$ cat config.mk
export PLATFORM = sky130hd
export DESIGN_NAME = timer_capture_irq_flags
export DESIGN_NICKNAME = d
export VERILOG_FILES = /design/src/logic/timer_irq_pkg.sv /design/src/logic/capture_edge.sv /design/src/logic/flag_bank.sv /design/src/logic/timer_capture_irq_flags.sv
export SDC_FILE = /design/constraint.sdc
export NUM_CORES = 1
export LEC_CHECK = 0
export BUFFER_PORTS_ARGS = -buffer_cell sky130_fd_sc_hd__buf_2
export CORE_UTILIZATION = 45
export CTS_CLUSTER_SIZE = 25
export DETAILED_ROUTE_END_ITERATION = 8
export PLACE_DENSITY = 0.77
export SYNTH_ARGS = -nofsm -noshare
export SYNTH_HDL_FRONTEND = slang
export SYNTH_SLANG_ARGS = --single-unit
export TNS_END_PERCENT = 100
$ cat constraint.sdc
create_clock -name clk -period 1.8 [get_ports clk]
set_clock_uncertainty 0.1 [all_clocks]
set_input_delay 0.09 -clock clk [delete_from_list [all_inputs] [get_ports clk]]
set_output_delay 0.09 -clock clk [all_outputs]
set_load 0.05 [all_outputs]
$ cat src/logic/timer_irq_pkg.sv
// Package: register map, field positions and mode codes of the timer
// capture and interrupt flag block.
// Assumes a 32-bit APB slave with byte addresses and one word per register.
package timer_irq_pkg;

  localparam int ADDR_W = 8;
  localparam int DATA_W = 32;

  // Register byte offsets.
  localparam logic [ADDR_W-1:0] MASK_OFS  = 8'h00;
  localparam logic [ADDR_W-1:0] FLAG_OFS  = 8'h04;
  localparam logic [ADDR_W-1:0] CAPLO_OFS = 8'h08;
  localparam logic [ADDR_W-1:0] CAPHI_OFS = 8'h0c;
  localparam logic [ADDR_W-1:0] CTRL_OFS  = 8'h10;

  // Bit positions shared by the mask and flag registers.
  localparam int OVF_BIT  = 0;
  localparam int CMPA_BIT = 1;
  localparam int CMPB_BIT = 2;
  localparam int CMPC_BIT = 3;
  localparam int CAP_BIT  = 5;

  // Implemented bits; bits 7, 6 and 4 are reserved and read zero.
  localparam logic [7:0] IMPL_BITS  = 8'h2f;
  localparam logic [7:0] RESET_BYTE = 8'h00;

  // Control register fields.
  localparam int CTRL_EDGE_BIT  = 0;
  localparam int CTRL_ACSEL_BIT = 1;

  // Waveform modes with the capture register as TOP: bit 3 set, bit 0 clear.
  localparam int WGM_TOP_HI_BIT = 3;
  localparam int WGM_TOP_LO_BIT = 0;

  // Interrupt request vector order.
  localparam int REQ_OVF  = 0;
  localparam int REQ_CMPA = 1;
  localparam int REQ_CMPB = 2;
  localparam int REQ_CMPC = 3;
  localparam int REQ_CAP  = 4;
  localparam int NUM_REQ  = 5;

  localparam int NUM_CMP = 3;

endpackage : timer_irq_pkg

$ cat src/logic/capture_edge.sv
// Capture edge detector: one-cycle pulse on the selected edge.
// Assumes the pin level is already synchronous to clk.
`timescale 1ns/1ns
module capture_edge
(
  input  wire logic clk,
  input  wire logic rst,
  input  wire logic pinLevel,
  input  wire logic edgeSel,
  output logic      edgeEvt
);

  typedef struct packed
  {
    logic primed;
    logic prev;
    logic evt;
  } edge_state_type;

  edge_state_type s_q;
  edge_state_type s_d;

  // The first sample only primes the history, so no false edge at reset.
  always_comb
  begin
    s_d        = s_q;
    s_d.primed = 1'b1;
    s_d.prev   = pinLevel;
    s_d.evt    = s_q.primed &&
                 (edgeSel ? (pinLevel && !s_q.prev)
                          : (!pinLevel && s_q.prev));
  end

  always_ff @(posedge clk or posedge rst)
  begin
    if (rst)
      s_q <= '0;
    else
      s_q <= s_d;
  end

  assign edgeEvt = s_q.evt;

endmodule : capture_edge

$ cat src/logic/flag_bank.sv
// Sticky flag bank: hardware sets, software or vector acknowledge clears.
// Assumes set and clear requests are one-cycle pulses on clk.
`timescale 1ns/1ns
module flag_bank
#(
  parameter int         W     = 8,
  parameter logic [7:0] VALID = 8'h2f
)
(
  input  wire logic         clk,
  input  wire logic         rst,
  input  wire logic [W-1:0] setEvt,
  input  wire logic [W-1:0] clrReq,
  output logic      [W-1:0] flags
);

  typedef struct packed
  {
    logic [W-1:0] flag;
  } flag_state_type;

  flag_state_type s_q;
  flag_state_type s_d;

  // A set in the same cycle as a clear wins, so no event is lost.
  always_comb
  begin
    s_d = s_q;
    for (int i = 0; i < W; i++)
    begin
      if (!VALID[i])
        s_d.flag[i] = 1'b0;
      else if (setEvt[i])
        s_d.flag[i] = 1'b1;
      else if (clrReq[i])
        s_d.flag[i] = 1'b0;
    end
  end

  always_ff @(posedge clk or posedge rst)
  begin
    if (rst)
      s_q <= '0;
    else
      s_q <= s_d;
  end

  assign flags = s_q.flag;

endmodule : flag_bank

$ cat src/logic/timer_capture_irq_flags.sv
// Capture register, interrupt mask and event flags of one 16-bit timer.
// Assumes the counter unit supplies its value, match, overflow and TOP
// pulses on clk, with timerTick marking each timer clock cycle.
`timescale 1ns/1ns

module timer_capture_irq_flags
#(
  parameter bit HAS_COMPARATOR = 1'b1
)
(
  input  wire logic                             clk,
  input  wire logic                             rst,
  input  wire logic                             psel,
  input  wire logic                             penable,
  input  wire logic                             pwrite,
  input  wire logic [timer_irq_pkg::ADDR_W-1:0] paddr,
  input  wire logic [timer_irq_pkg::DATA_W-1:0] pwdata,
  output logic      [timer_irq_pkg::DATA_W-1:0] prdata,
  output logic                                  pready,
  output logic                                  pslverr,
  input  wire logic [15:0]                      counterValue,
  input  wire logic                             timerTick,
  input  wire logic [2:0]                       cmpMatch,
  input  wire logic [2:0]                       forceCmpStrobe,
  input  wire logic                             overflowEvt,
  input  wire logic                             topReached,
  input  wire logic [3:0]                       waveformModeSel,
  input  wire logic                             capturePin,
  input  wire logic                             comparatorOut,
  input  wire logic                             globalIrqEn,
  input  wire logic [timer_irq_pkg::NUM_REQ-1:0] vectorAck,
  output logic      [15:0]                      captureRegister,
  output logic      [timer_irq_pkg::NUM_REQ-1:0] irqReq,
  output logic                                  irq
);
  import timer_irq_pkg::*;

  typedef struct packed
  {
    logic                pready;
    logic                pslverr;
    logic [DATA_W-1:0]   prdata;
    logic [7:0]          mask;
    logic                edgeSel;
    logic                acSel;
    logic [7:0]          temp;
    logic [15:0]         cap;
    logic [NUM_CMP-1:0]  cmpPend;
    logic [NUM_REQ-1:0]  irqReq;
    logic                irq;
  } top_state_type;

  top_state_type s_q;
  top_state_type s_d;

  logic       captureTop;
  logic       captureSrc;
  logic       edgeEvt;
  logic       pinEvt;
  logic       accessDone;
  logic       wrFlags;
  logic [7:0] flags;
  logic [7:0] setVec;
  logic [7:0] clrVec;
  logic [7:0] ackVec;

  // Modes 8, 10, 12 and 14 take TOP from the capture register.
  assign captureTop = waveformModeSel[WGM_TOP_HI_BIT] &&
                      !waveformModeSel[WGM_TOP_LO_BIT];
  assign captureSrc = (HAS_COMPARATOR && s_q.acSel) ? comparatorOut
                                                   : capturePin;
  assign pinEvt     = edgeEvt && !captureTop;
  assign accessDone = psel && penable && s_q.pready;
  assign wrFlags    = accessDone && pwrite && (paddr == FLAG_OFS);

  capture_edge u_edge
  (
    .clk      (clk),
    .rst      (rst),
    .pinLevel (captureSrc),
    .edgeSel  (s_q.edgeSel),
    .edgeEvt  (edgeEvt)
  );

  always_comb
  begin
    setVec           = RESET_BYTE;
    setVec[OVF_BIT]  = overflowEvt;
    setVec[CMPA_BIT] = timerTick && s_q.cmpPend[0];
    setVec[CMPB_BIT] = timerTick && s_q.cmpPend[1];
    setVec[CMPC_BIT] = timerTick && s_q.cmpPend[2];
    setVec[CAP_BIT]  = captureTop ? topReached
                                  : pinEvt;
    ackVec           = RESET_BYTE;
    ackVec[OVF_BIT]  = vectorAck[REQ_OVF];
    ackVec[CMPA_BIT] = vectorAck[REQ_CMPA];
    ackVec[CMPB_BIT] = vectorAck[REQ_CMPB];
    ackVec[CMPC_BIT] = vectorAck[REQ_CMPC];
    ackVec[CAP_BIT]  = vectorAck[REQ_CAP];
    // Only ones in the written byte clear; zeros leave flags alone.
    clrVec = ackVec | (wrFlags ? pwdata[7:0] : RESET_BYTE);
  end

  flag_bank
  #(
    .W     (8),
    .VALID (IMPL_BITS)
  )
  u_flags
  (
    .clk    (clk),
    .rst    (rst),
    .setEvt (setVec),
    .clrReq (clrVec),
    .flags  (flags)
  );

  always_comb
  begin
    s_d = s_q;

    // One wait state: pready rises in the second access cycle.
    s_d.pready  = psel && penable && !s_q.pready;
    s_d.pslverr = 1'b0;
    if (psel && penable && !s_q.pready)
    begin
      s_d.prdata = '0;
      case (paddr)
        MASK_OFS:  s_d.prdata[7:0] = s_q.mask;
        FLAG_OFS:  s_d.prdata[7:0] = flags;
        CAPLO_OFS: s_d.prdata[7:0] = s_q.cap[7:0];
        CAPHI_OFS: s_d.prdata[7:0] = s_q.temp;
        CTRL_OFS:
        begin
          s_d.prdata[CTRL_EDGE_BIT]  = s_q.edgeSel;
          s_d.prdata[CTRL_ACSEL_BIT] = s_q.acSel;
        end
        default:   s_d.pslverr = 1'b1;
      endcase
    end

    if (accessDone && !pwrite && paddr == CAPLO_OFS)
      s_d.temp = s_q.cap[15:8];

    if (accessDone && pwrite)
    begin
      case (paddr)
        MASK_OFS:  s_d.mask = pwdata[7:0] & IMPL_BITS;
        CAPHI_OFS: s_d.temp = pwdata[7:0];
        // Software sets a TOP value; high byte comes from the latch.
        CAPLO_OFS: s_d.cap  = {s_q.temp, pwdata[7:0]};
        CTRL_OFS:
        begin
          s_d.edgeSel = pwdata[CTRL_EDGE_BIT];
          s_d.acSel   = HAS_COMPARATOR && pwdata[CTRL_ACSEL_BIT];
        end
        default:   s_d.mask = s_q.mask;
      endcase
    end

    // A hardware capture wins over a software write in the same cycle.
    if (pinEvt)
      s_d.cap = counterValue;

    if (timerTick)
      s_d.cmpPend = cmpMatch & ~forceCmpStrobe;

    s_d.irqReq[REQ_OVF]  = globalIrqEn && s_q.mask[OVF_BIT]  &&
                           flags[OVF_BIT];
    s_d.irqReq[REQ_CMPA] = globalIrqEn && s_q.mask[CMPA_BIT] &&
                           flags[CMPA_BIT];
    s_d.irqReq[REQ_CMPB] = globalIrqEn && s_q.mask[CMPB_BIT] &&
                           flags[CMPB_BIT];
    s_d.irqReq[REQ_CMPC] = globalIrqEn && s_q.mask[CMPC_BIT] &&
                           flags[CMPC_BIT];
    s_d.irqReq[REQ_CAP]  = globalIrqEn && s_q.mask[CAP_BIT]  &&
                           flags[CAP_BIT];
    s_d.irq = |(s_q.mask & flags) && globalIrqEn;
  end

  always_ff @(posedge clk or posedge rst)
  begin
    if (rst)
      s_q <= '0;
    else
      s_q <= s_d;
  end

  assign prdata          = s_q.prdata;
  assign pready          = s_q.pready;
  assign pslverr         = s_q.pslverr;
  assign captureRegister = s_q.cap;
  assign irqReq          = s_q.irqReq;
  assign irq             = s_q.irq;
endmodule : timer_capture_irq_flags

==> results.sh <==
export IMPL_outcome="complete, no violations"
export IMPL_ys_seq_elements=58
export IMPL_dp_hpwl_mm=5.29
export IMPL_layout_nets=529
export IMPL_synth_async_reset_ratio=1.00
export IMPL_grt_use_total=0.238
export IMPL_grt_most_used_layer="met2"
export IMPL_drive_above_1_share=0.315
export IMPL_period_share=0.923
export IMPL_worstPathArrival_ns=1.75
export IMPL_post_route_util=0.601
export IMPL_power_density_nw_per_um2=831
export IMPL_overflow=0
export IMPL_path_clk_slew_ns=0.06
export IMPL_drc=0
export IMPL_min_period_ns=1.66
export IMPL_ant_nets=0
export IMPL_dieArea_um2=7310
export IMPL_use_met3=0.0510
export IMPL_coreArea_um2=6760
export IMPL_finalSetupViolCount=0
export IMPL_synth_cell_types=43
export IMPL_syn_cell_area_um2=3140
export IMPL_power_total_uw=3370
export IMPL_syn_avg_cell_area_um2=9.57
export IMPL_avgViaCountPerCell=5.32
export IMPL_critPathCaptureType="flip-flop"
export IMPL_syn2layout_area_growth_pct=29.4
export IMPL_routed_wl_mm=8.34
export IMPL_post_cts_repair_setup_buffers=0
export IMPL_max_freq_ghz=0.602
export IMPL_synth_edf_count=0
export IMPL_grt_use_met2=0.394
export IMPL_die_y_um=85.5
export IMPL_ys_flop_type="dfrtp_1"
export IMPL_maxCapViolCount=0
export IMPL_grt_pass1_wl_mm=13.3
export IMPL_required_ns=1.89
export IMPL_worstSetupPathType="reg2reg"
export IMPL_finalWorstSetupSlack_ns=0.139
export IMPL_rsz0062_at_grt="false"
export IMPL_slowest_delay_ns=0.60
export IMPL_start_kind="flip-flop"
export IMPL_cts_root_buffer="clkbuf_8"
export IMPL_finalWeightedCongestion=0.828
export IMPL_crit_buf_inv=0
export IMPL_vias=2836
export IMPL_cp_slowest_cell="or4_4"
export IMPL_hold_viol=0
export IMPL_cp_top_family="simple AND/OR/NAND/NOR gates"
export IMPL_io_buffers=87
export IMPL_n_fill_cell=548
export IMPL_numCtsBuffers=9
export IMPL_hold_class="in2reg"
export IMPL_leakagePower_uw=0.00211
export IMPL_synthCells=328
export IMPL_preCtsSetupSlack_ns=-0.0801
export IMPL_start_util=0.464
export IMPL_path_cells="nand4_1 -> or4_4 -> nand2_1 -> a31oi_1"
export IMPL_cts_buffer_depth=2
export IMPL_worstPathMaxFanout=16
export IMPL_htreeDepth=3
export IMPL_clock_sinks=58
export IMPL_clock_latency_ns=0.34
export IMPL_drt_iter0_markers=296
export IMPL_grt_pass1_vias=2761
export IMPL_antenna_found_initial=1
export IMPL_ys_seq_area_frac=0.463
export IMPL_drv_slew=0
export IMPL_io_pins=138
export IMPL_finalNonFillerCells=533
export IMPL_firstDrtPassIters=7
export IMPL_grt_use_met1=0.288
export IMPL_cts_tree="yes"
export IMPL_place_inst=472
export IMPL_num_rows=30
export IMPL_wl_per_cell_um=15.6
export IMPL_yosys_warnings=0
export IMPL_die_width_um=85.5
export IMPL_grt_max_degree=59
export IMPL_vdd_drop_max_mv=0.368
export IMPL_hold_ws_ns=0.0700
==> flip-flops by register name, summed over array words and instances, names as in the netlist <==
| register | cells |
|---|---|
| irqReq | 5 |
| prdata | 8 |
| u_edge.edgeEvt | 1 |
| pready | 1 |
| u_edge.s_q | 2 |
| pslverr | 1 |
| irq | 1 |
| u_flags.flags | 5 |
| s_q | 18 |
| captureRegister | 16 |
==> metrics by stage <==
step / setup TNS [ns] / instance area, um2
after floorplan: -0.816 / 3240
after global placement: -0.557 / 3460
after detailed placement: -0.702 / 3460
after CTS: 0 / 4060
after global routing: 0 / 4060
final: 0 / 4060
==> cells in the mapped netlist (5+ instances only) <==
master,count,share of area
dfrtp_1,58,0.46
nand2_1,52,0.062
a31oi_1,16,0.032
buf_4,53,0.13
nor2_1,30,0.036
mux2_2,11,0.039
inv_1,12,0.014
a21oi_1,13,0.021
a22oi_1,5,0.012
mux2i_1,13,0.041
and3_1,6,0.012
clkbuf_1,8,0.0096
==> path summary, 6_finish.rpt <==
path / start / end / slack (ns) / cells after the start
worst max-delay path: pready / captureRegister[7] / 0.14 / 4
max in group asynchronous: rst / pready / 1.06 / 4
min in group asynchronous: rst / s_q[8] / 0.26 / 4
worst min-delay path: comparatorOut / u_edge.edgeEvt / 0.07 / 4
worst max register to register: pready / captureRegister[7] / 0.14 / 4
worst min register to register: prdata[6] / prdata[6] / 0.37 / 2
==> cell families after synthesis <==
family,count (synthesis),share of synthesized area
mux,25,0.0881
simple gates,112,0.170
flops,58,0.463
compound gates,54,0.116
other cells,2,0.00239
buf+inv,77,0.161
==> layout make-up <==
type | instances | area [um2] | share of cell area
flip-flops and latches | 58 | 1450 | 0.358
multi-input cells | 216 | 1270 | 0.314
repair buffers | 150 | 1030 | 0.254
clock buffers | 12 | 135 | 0.0333
well taps | 80 | 100 | 0.0246
inverters | 12 | 45.0 | 0.0111
clock inverters | 3 | 17.5 | 0.00431
diodes | 2 | 5.00 | 0.00123
==> cells in the final DEF (no fill, tap or decap), types with 2 or more instances in the layout <==
master	n
a22oi_1	5
nand3b_1	2
o31ai_1	3
clkbuf_8	9
or3b_2	2
or4_4	2
clkinv_2	2
a31oi_1	16
clkbuf_1	3
diode_2	2
nand4_1	3
dlygate4sd3_1	44
nand3_1	3
o22ai_1	3
a2bb2oi_1	2
buf_2	87
nor3_1	2
mux2i_1	13
a21oi_1	13
a32o_1	3
buf_4	18
dfrtp_1	57
nand2_1	52
inv_1	11
and3_1	6
a22o_1	2
a21boi_0	2
mux2_2	11
conb_1	25
nor2_1	30
==> where the power goes <==
part	internal, uW	total (uW)	leakage [uW]	switching [uW]
clock network	487	978	0.0000762	490
registers	1410	1490	0.000741	86.1
logic	271	902	0.00129	631
total	2170	3370	0.00211	1210
==> worst min-delay path: stages <==
cell      delay, ns
buf_2          0.09
mux2i_1        0.10
nand3b_1       0.10
a21boi_0       0.08
==> timing repair <==
item,in CTS,in global routing
resized for setup,0,0
endpoints found under the setup margin,0,0
hold buffers,44,0
hold endpoints to repair,105,0
==> per-layer routing <==
layer,share of wire,up-vias
met4,0.053,0
met5,0,-
met2,0.49,156
li1,-,1301
met3,0.067,46
met1,0.39,1333
Power figures use the tool's default switching activity.
